$ cat src/rtl/card_coupler_defs.svh
// offsets, field positions, codes and reset values of the write byte decoder
// assumes a single clock; included by the decoder module only
`ifndef CARD_COUPLER_DEFS_SVH
`define CARD_COUPLER_DEFS_SVH

// ***********************************************************************
// write byte fields
// ***********************************************************************
`define CC_BYTE_BITS      4'h8
`define CC_RST_BIT_INDEX  4'h3
`define CC_CMD_MSB        7
`define CC_CMD_LSB        5
`define CC_DATA_MSB       4
`define CC_DATA_LSB       0

// ***********************************************************************
// command and data codes
// ***********************************************************************
`define CC_CMD_SYNC       3'h6
`define CC_CMD_CFG        3'h5
`define CC_CMD_RFU        3'h7
`define CC_CFG_DET_NO     5'h00
`define CC_CFG_DET_NC     5'h01
`define CC_CFG_SPECIAL    5'h02
`define CC_CFG_NORMAL     5'h03

// ***********************************************************************
// reset values
// ***********************************************************************
`define CC_RST_SUPPLY     2'h0
`define CC_RST_CLK_SEL    2'h0
`define CC_RST_LEVEL      1'h0
`define CC_RST_POLARITY   1'h0
`define CC_RST_SPECIAL    1'h0

`endif

$ cat src/rtl/card_coupler_pkg.sv
// types shared by the write byte decoder
// assumes nothing of its surroundings
package card_coupler_pkg;

   typedef enum logic [1:0]
   {
      supply_off   = 2'h0,
      supply_1v8   = 2'h1,
      supply_3v0   = 2'h2,
      supply_5v0   = 2'h3
   } supply_e;

   typedef enum logic [1:0]
   {
      clk_low      = 2'h0,
      clk_div1     = 2'h1,
      clk_div2     = 2'h2,
      clk_div4     = 2'h3
   } clk_sel_e;

   typedef enum logic [1:0]
   {
      st_idle      = 2'h0,
      st_shift     = 2'h1,
      st_overrun   = 2'h2
   } port_state_e;

   // pins after the synchroniser
   typedef struct packed
   {
      logic sel_high;
      logic sel_low;
      logic clk_in;
      logic cs_n;
      logic mosi;
      logic sclk;
   } pins_s;

   // settings applied at the end of a full byte
   typedef struct packed
   {
      supply_e  supply;
      clk_sel_e clk_sel;
      logic     sync_mode;
      logic     sync_clk;
      logic     sync_data;
      logic     aux_first;
      logic     aux_second;
      logic     det_closed;
      logic     special_mode;
   } settings_s;

endpackage

$ cat src/rtl/pin_sync.sv
// three flip-flop synchroniser with agreement filter for asynchronous pins
// assumes a synchronous active low reset copy from the caller
`timescale 1ns/1ps
`default_nettype none

module pin_sync
#(
   parameter int               WIDTH = 6,
   parameter logic [WIDTH-1:0] IDLE  = '0
)
(
   input  wire logic             i_mclk,
   input  wire logic             i_rst_n,
   input  wire logic [WIDTH-1:0] i_pins,
   output logic      [WIDTH-1:0] o_level
);

   logic [WIDTH-1:0] s1_r;
   logic [WIDTH-1:0] s2_r;
   logic [WIDTH-1:0] s3_r;
   logic [WIDTH-1:0] level_r;
   logic [WIDTH-1:0] level_nxt;

   // a bit only changes once stages two and three agree
   always_comb
   begin
      level_nxt = level_r;
      for (int i = 0; i < WIDTH; i++)
      begin
         if (s2_r[i] == s3_r[i])
         begin
            level_nxt[i] = s3_r[i];
         end
      end
   end

   always_ff @(posedge i_mclk or negedge i_rst_n)
   begin
      if (!i_rst_n)
      begin
         // start at the pin's idle level, so no false edge follows reset
         s1_r    <= IDLE;
         s2_r    <= IDLE;
         s3_r    <= IDLE;
         level_r <= IDLE;
      end
      else
      begin
         s1_r    <= i_pins;
         s2_r    <= s1_r;
         s3_r    <= s2_r;
         level_r <= level_nxt;
      end
   end

   assign o_level = level_r;

endmodule

`default_nettype wire

$ cat src/rtl/card_coupler_write_decoder.sv
// serial write byte decoder of a smart card coupler
// assumes serial pins and the card input clock are asynchronous to i_mclk
`timescale 1ns/1ps
`default_nettype none
`include "card_coupler_defs.svh"

// Function
// - byte holds three command bits on top and five data bits below
// - serial activity only counts while chip select is low
// - card reset output follows data bit four as soon as it arrives
// - ordinary commands: data bits one and zero choose card supply level
// - ordinary commands: data bits three and two choose card clock source
// - command 110: bits one and zero drive the two auxiliary lines
// - command 110: bit three drives card clock, bit two card data
// - command 101: data 00000 detect normally open, 00001 normally closed
// - command 101: data 00010 special port mode, 00011 normal mode
// - bank commands compared with the two address select pins
module card_coupler_write_decoder
(
   input  wire logic                        i_mclk,
   input  wire logic                        i_resetn,
   input  wire logic                        i_sclk,
   input  wire logic                        i_mosi,
   input  wire logic                        i_cs_n,
   input  wire logic                        i_clk_in,
   input  wire logic                        i_address_select_pin_low,
   input  wire logic                        i_address_select_pin_high,
   output logic                             o_card_reset_out,
   output card_coupler_pkg::supply_e        o_card_supply_level,
   output logic                             o_card_clock_out,
   output logic                             o_card_data_line,
   output logic                             o_card_data_line_oe,
   output logic                             o_aux_line_first,
   output logic                             o_aux_line_second,
   output logic                             o_detect_switch_polarity,
   output logic                             o_serial_special_mode
);

   // ***********************************************************************
   // reset release
   // ***********************************************************************
   logic rst_s1_r;
   logic rst_n_r;

   always_ff @(posedge i_mclk or negedge i_resetn)
   begin
      if (!i_resetn)
      begin
         rst_s1_r <= 1'b0;
         rst_n_r  <= 1'b0;
      end
      else
      begin
         rst_s1_r <= 1'b1;
         rst_n_r  <= rst_s1_r;
      end
   end

   // ***********************************************************************
   // pin synchronisers
   // ***********************************************************************
   card_coupler_pkg::pins_s pins_raw;
   card_coupler_pkg::pins_s pins;
   logic [5:0]              pins_level;

   assign pins_raw = '{sel_high : i_address_select_pin_high,
                       sel_low  : i_address_select_pin_low,
                       clk_in   : i_clk_in,
                       cs_n     : i_cs_n,
                       mosi     : i_mosi,
                       sclk     : i_sclk};

   pin_sync #(.WIDTH(6), .IDLE(6'h04)) u_pin_sync // chip select idles high
   (
      .i_mclk  (i_mclk),
      .i_rst_n (rst_n_r),
      .i_pins  (pins_raw),
      .o_level (pins_level)
   );

   assign pins = card_coupler_pkg::pins_s'(pins_level);

   // ***********************************************************************
   // decode of a complete byte
   // ***********************************************************************
   // bank codes 000..011 only hit when b6:b5 match the select pins
   function automatic logic addressed(input logic [2:0] cmd,
                                      input logic       sel_high,
                                      input logic       sel_low);
      addressed = cmd[2] | (cmd[1:0] == {sel_high, sel_low});
   endfunction

   function automatic card_coupler_pkg::settings_s apply_byte(
      input card_coupler_pkg::settings_s cur,
      input logic [7:0]                  wbyte);
      logic [2:0] cmd;
      logic [4:0] dat;
      card_coupler_pkg::settings_s s;
      cmd = wbyte[`CC_CMD_MSB:`CC_CMD_LSB];
      dat = wbyte[`CC_DATA_MSB:`CC_DATA_LSB];
      s   = cur;
      case (cmd)
         `CC_CMD_SYNC:
         begin
            s.sync_mode  = 1'b1;
            s.aux_first  = dat[1];
            s.aux_second = dat[0];
            s.sync_clk   = dat[3];
            s.sync_data  = dat[2];
         end
         `CC_CMD_CFG:
         begin
            case (dat)
               `CC_CFG_DET_NO:  s.det_closed   = 1'b0;
               `CC_CFG_DET_NC:  s.det_closed   = 1'b1;
               `CC_CFG_SPECIAL: s.special_mode = 1'b1;
               `CC_CFG_NORMAL:  s.special_mode = 1'b0;
               default:         s              = cur;
            endcase
         end
         `CC_CMD_RFU:
         begin
            s = cur;
         end
         default:
         begin
            s.sync_mode = 1'b0;
            s.supply    = card_coupler_pkg::supply_e'(dat[1:0]);
            s.clk_sel   = card_coupler_pkg::clk_sel_e'(dat[3:2]);
         end
      endcase
      apply_byte = s;
   endfunction

   // ***********************************************************************
   // serial port
   // ***********************************************************************
   card_coupler_pkg::port_state_e state_r;
   card_coupler_pkg::port_state_e state_nxt;
   card_coupler_pkg::settings_s   set_r;
   card_coupler_pkg::settings_s   set_nxt;
   logic [7:0]                    shift_r;
   logic [7:0]                    shift_nxt;
   logic [3:0]                    cnt_r;
   logic [3:0]                    cnt_nxt;
   logic                          sclk_d_r;
   logic                          cs_d_r;
   logic                          reset_r;
   logic                          reset_nxt;
   logic                          sclk_rise;
   logic                          cs_rise;

   assign sclk_rise = pins.sclk & ~sclk_d_r;
   assign cs_rise   = pins.cs_n & ~cs_d_r;

   always_comb
   begin
      state_nxt = state_r;
      set_nxt   = set_r;
      shift_nxt = shift_r;
      cnt_nxt   = cnt_r;
      reset_nxt = reset_r;
      case (state_r)
         card_coupler_pkg::st_idle:
         begin
            cnt_nxt = 4'h0;
            if (!pins.cs_n)
            begin
               state_nxt = card_coupler_pkg::st_shift;
            end
         end
         card_coupler_pkg::st_shift:
         begin
            if (cs_rise)
            begin
               state_nxt = card_coupler_pkg::st_idle;
               // partial bytes change no setting; only the card reset has already taken b4
               if (cnt_r == `CC_BYTE_BITS &&
                   addressed(shift_r[7:5], pins.sel_high, pins.sel_low))
               begin
                  set_nxt = apply_byte(set_r, shift_r);
               end
            end
            else if (sclk_rise)
            begin
               if (cnt_r == `CC_BYTE_BITS)
               begin
                  state_nxt = card_coupler_pkg::st_overrun;
               end
               else
               begin
                  shift_nxt = {shift_r[6:0], pins.mosi};
                  cnt_nxt   = cnt_r + 4'h1;
                  if (cnt_r == `CC_RST_BIT_INDEX)
                  begin
                     // host keeps b4 low when addressing, reset shows it now
                     reset_nxt = pins.mosi;
                  end
               end
            end
         end
         card_coupler_pkg::st_overrun:
         begin
            if (cs_rise)
            begin
               state_nxt = card_coupler_pkg::st_idle;
            end
         end
         default:
         begin
            state_nxt = card_coupler_pkg::st_idle;
         end
      endcase
   end

   always_ff @(posedge i_mclk or negedge rst_n_r)
   begin
      if (!rst_n_r)
      begin
         state_r  <= card_coupler_pkg::st_idle;
         set_r    <= '{supply       : card_coupler_pkg::supply_e'(`CC_RST_SUPPLY),
                       clk_sel      : card_coupler_pkg::clk_sel_e'(`CC_RST_CLK_SEL),
                       sync_mode    : `CC_RST_LEVEL,
                       sync_clk     : `CC_RST_LEVEL,
                       sync_data    : `CC_RST_LEVEL,
                       aux_first    : `CC_RST_LEVEL,
                       aux_second   : `CC_RST_LEVEL,
                       det_closed   : `CC_RST_POLARITY,
                       special_mode : `CC_RST_SPECIAL};
         shift_r  <= 8'h00;
         cnt_r    <= 4'h0;
         sclk_d_r <= 1'b0;
         cs_d_r   <= 1'b1;
         reset_r  <= `CC_RST_LEVEL;
      end
      else
      begin
         state_r  <= state_nxt;
         set_r    <= set_nxt;
         shift_r  <= shift_nxt;
         cnt_r    <= cnt_nxt;
         sclk_d_r <= pins.sclk;
         cs_d_r   <= pins.cs_n;
         reset_r  <= reset_nxt;
      end
   end

   // ***********************************************************************
   // card clock divider
   // ***********************************************************************
   // input clock is sampled, so it must stay well below a quarter of i_mclk
   logic [1:0] div_r;
   logic [1:0] div_nxt;
   logic       clkin_d_r;
   logic       cclk_r;
   logic       cclk_nxt;

   always_comb
   begin
      div_nxt = div_r;
      if (pins.clk_in && !clkin_d_r)
      begin
         div_nxt = div_r + 2'h1;
      end
      if (set_r.sync_mode)
      begin
         cclk_nxt = set_r.sync_clk;
      end
      else
      begin
         case (set_r.clk_sel)
            card_coupler_pkg::clk_low:  cclk_nxt = 1'b0;
            card_coupler_pkg::clk_div1: cclk_nxt = pins.clk_in;
            card_coupler_pkg::clk_div2: cclk_nxt = div_r[0];
            card_coupler_pkg::clk_div4: cclk_nxt = div_r[1];
            default:                    cclk_nxt = 1'b0;
         endcase
      end
   end

   always_ff @(posedge i_mclk or negedge rst_n_r)
   begin
      if (!rst_n_r)
      begin
         div_r     <= 2'h0;
         clkin_d_r <= 1'b0;
         cclk_r    <= `CC_RST_LEVEL;
      end
      else
      begin
         div_r     <= div_nxt;
         clkin_d_r <= pins.clk_in;
         cclk_r    <= cclk_nxt;
      end
   end

   // ***********************************************************************
   // outputs
   // ***********************************************************************
   assign o_card_reset_out         = reset_r;
   assign o_card_supply_level      = set_r.supply;
   assign o_card_clock_out         = cclk_r;
   assign o_card_data_line         = set_r.sync_data;
   assign o_card_data_line_oe      = set_r.sync_mode;
   assign o_aux_line_first         = set_r.aux_first;
   assign o_aux_line_second        = set_r.aux_second;
   assign o_detect_switch_polarity = set_r.det_closed;
   assign o_serial_special_mode    = set_r.special_mode;

endmodule

`default_nettype wire

$ cat config.mk
export PLATFORM = sky130hd
export DESIGN_NAME = card_coupler_write_decoder
export DESIGN_NICKNAME = d
export VERILOG_FILES = /design/src/rtl/card_coupler_pkg.sv /design/src/rtl/pin_sync.sv /design/src/rtl/card_coupler_write_decoder.sv
export VERILOG_INCLUDE_DIRS = /design/src /design/src/rtl
export SDC_FILE = /design/constraint.sdc
export NUM_CORES = 1
export LEC_CHECK = 0
export ABC_AREA = 0
export ABC_CLOCK_PERIOD_IN_PS = 2500
export BUFFER_PORTS_ARGS = -buffer_cell sky130_fd_sc_hd__buf_2
export CORE_MARGIN = 4
export CORE_UTILIZATION = 55
export CTS_CLUSTER_DIAMETER = 60
export DETAILED_ROUTE_END_ITERATION = 10
export GPL_TIMING_DRIVEN = 1
export PLACE_DENSITY_LB_ADDON = 0.1
export REMOVE_ABC_BUFFERS = 1
export SLEW_MARGIN = 5
export SYNTH_ARGS = -nofsm -noshare
export SYNTH_HDL_FRONTEND = slang
export SYNTH_SLANG_ARGS = --single-unit
$ cat constraint.sdc
create_clock -name i_mclk -period 2.5 [get_ports i_mclk]
set_clock_uncertainty 0.05 [all_clocks]
set_input_delay 0.625 -clock i_mclk [delete_from_list [all_inputs] [get_ports i_mclk]]
set_output_delay 0.625 -clock i_mclk [all_outputs]
set_load 0.05 [all_outputs]
==> impl_metrics.py <==
metrics = {
    "global_route": {
        "grt_max_degree": 46,
        "grt_pass1_wl_um": 6168,
        "grt-ovfl-total": 0,
        "grt_pass1_vias": 1243,
        "grtUsageTotal_pct": 15.80,
        "grt_antenna_before_repair": 0,
    },
    "power_and_ir_drop": {
        "power.density_nw_per_um2": 904.6,
        "p_leak_uw": 0.001213,
        "ir_drop_v": 0.0005251,
    },
    "sta": {
        "period_share_pct": 74.01,
        "fin_crit_ps": 1850,
        "final-hold-violation-count": 0,
        "setup_viol": 0,
        "slew_headroom_pct": 39.35,
        "worstMarginPinSlew_ps": 909.7,
        "fin_setup_tns_ps": 0,
        "setup_slack_ps": 649.6,
        "slew_violations": 0,
        "fmaxAchievable_mhz": 540.4,
        "grt_setup_unrepaired": "false",
    },
    "cells_and_area": {
        "final_nets": 184,
        "antennaDiodeCount": 0,
        "syn_to_final_growth_pct": 14.98,
        "fin_area_um2": 2564,
        "fill_cells": 288,
        "layout-drive-gt1-share_pct": 36.31,
    },
    "status": {
        "status": "finished, final reports clean",
    },
    "critical_path": {
        "setup.worst_path.class": "reg2reg",
        "crit_arrival_ps": 2000,
        "critPathCaptureType": "register",
        "cp-start-kind": "register",
        "worstPathRequired_ps": 2650,
        "critPathSlowestCell": "dfrtp_1",
        "crit_buf_inv": 1,
        "r2r-start": "cnt_r[0]",
        "crit_path_max_fanout": 10,
        "max_stage_delay_ps": 410,
        "startpoint": "cnt_r[0]",
        "crit_family": "simple AND/OR/NAND/NOR gates",
        "path_cells": "inv_1, ha_1, nand3b_1, nand4_2, nor3_2, mux2_1",
    },
    "floorplan": {
        "rows": 22,
        "die-area_um2": 5137,
        "start_util_pct": 58.70,
        "dieHeight_um": 71.67,
        "fp.dieW_um": 71.67,
        "core-area_um2": 3799,
        "design.portCount": 18,
    },
    "detailed_routing": {
        "drcViolationCount": 0,
        "ant_nets": 0,
        "wl_um": 3346,
        "drt-pass1-iter-count": 4,
        "via_count": 1191,
        "wire_per_inst_um": 14.74,
        "viasPerCell": 5.247,
        "drtIter0Drc": 139,
    },
    "logic_synthesis": {
        "synth_edf_count": 0,
        "synth_top_area_cell": "dfrtp_1",
        "synth_seq_area_share_pct": 65.38,
        "synth_most_common_cell": "dfrtp_1",
        "async_flop_share_pct": 100.0,
        "synth_area_um2": 2230,
        "ys_ff_latch": 58,
        "synth_flop_cell": "dfrtp_1",
        "synth_commonest_cells": "dfrtp_1 (53), mux2_2 (10), mux2_4 (8)",
        "avgSynthCellArea_um2": 15.07,
        "synth_top_area_share_pct": 59.48,
        "synth_cells": 148,
        "ys_warn_count": 0,
        "ys_types": 39,
        "synth_area_leaders": "dfrtp_1 (59%), dfstp_2 (5.9%), mux2_4 (5.4%)",
    },
    "clock_network": {
        "cts_sinks": 58,
        "worstSkewPairLatency_ps": 320,
        "ctsHoldBuffers": 0,
        "cts_setup_buffers": 0,
        "cts_resized": 0,
        "cts_buffers": 9,
        "htreeDepth": 3,
        "root_buffer": "clkbuf_8",
        "cts_buffer_depth": 2,
        "clk_pin_slew_ps": 60,
        "tritoncts": "done",
    },
    "flow_run": {
        "maxCapViolCount": 0,
    },
    "placed_design": {
        "portBuffers": 17,
        "place_hpwl_um": 2261,
        "place_area_um2": 2360,
        "place_ws_ps": 658.6,
        "place_congestion": 0.8919,
    },
    "min_path": {
        "min_path_type": "in2async",
    },
}
[area by class of cell]
class	instances	area, um^2	share of cell area (%)
Multi-Input combinational cell	82	725.7	28.31
Sequential cell	58	1459	56.91
Clock buffer	11	151.4	5.905
Inverter	4	15.01	0.5857
Timing Repair Buffer	19	100.1	3.904
Tap cell	48	60.06	2.343
Clock inverter	5	52.55	2.050
[power breakdown]
| part | internal [uW] | switching, uW | leakage [uW] |
|---|---|---|---|
| combinational | 149 | 98.4 | 0.000392 |
| clock | 509 | 346 | 0.000105 |
| sequential | 1060 | 154 | 0.000716 |
| total | 1720 | 598 | 0.00121 |
[state kept, by name, indices dropped and copies added (netlist names), 2 cells and up]
name	count
div_r	2
u_pin_sync.o_level	6
o_card_supply_level	2
u_pin_sync.s3_r	6
shift_r	8
cnt_r	4
u_pin_sync.s1_r	6
u_pin_sync.s2_r	6
set_r	3
state_r	2
[per-layer routing]
metal	track usage, %	vias to the layer above	share of wire [%]	routed length [um]
li1	-	569	-	-
met4	7.516	0	1.0	35
met2	21.84	22	46	1533
met1	22.53	595	49	1624
met5	0	-	0	0
met3	5.049	5	4.6	153
[cell families after synthesis]
kind of cell               share of synthesized area, %
DFF                                               65.38
buffers and inverters                             2.076
AOI/OAI and AO/OA                                 3.311
xor gates and xnor gates                          1.571
adders and majority gates                         3.816
muxes                                             13.30
other                                            0.1682
and+or+nand+nor                                   10.38
[metrics by stage]
step                      instances  total power (uW)  util (%)  hold slack, ps
after global placement          211              1458     62.12           282.2
after floorplan                 144              1389         -           279.4
after CTS                       227              2346     67.49           9.500
final                           227              2319     67.49           26.48
after global routing            227              2452     67.49           1.377
after detailed placement        211              1478     62.12           284.7
[placed cells by master (no fill, tap or decap), drive strengths merged, types with 4 or more instances in the layout]
master / instances
dfrtp: 53
mux2: 21
buf: 19
clkbuf: 11
maj3: 6
nand2: 5
dfstp: 5
inv: 4
nor2: 4
xnor2: 4
and3: 4
[worst paths after layout]
kind	end	slack, ps	depth (start not counted)
worst max-delay path	o_card_reset_out	650	6
worst min-delay path	rst_s1_r	30	1
worst max register to register	o_card_reset_out	650	6
worst min register to register	u_pin_sync.s2_r[3]	300	0
max in group asynchronous	o_aux_line_first	1400	1
min in group i_mclk	u_pin_sync.s2_r[3]	300	0
No activity file was read; power rests on OpenSTA's default activity.
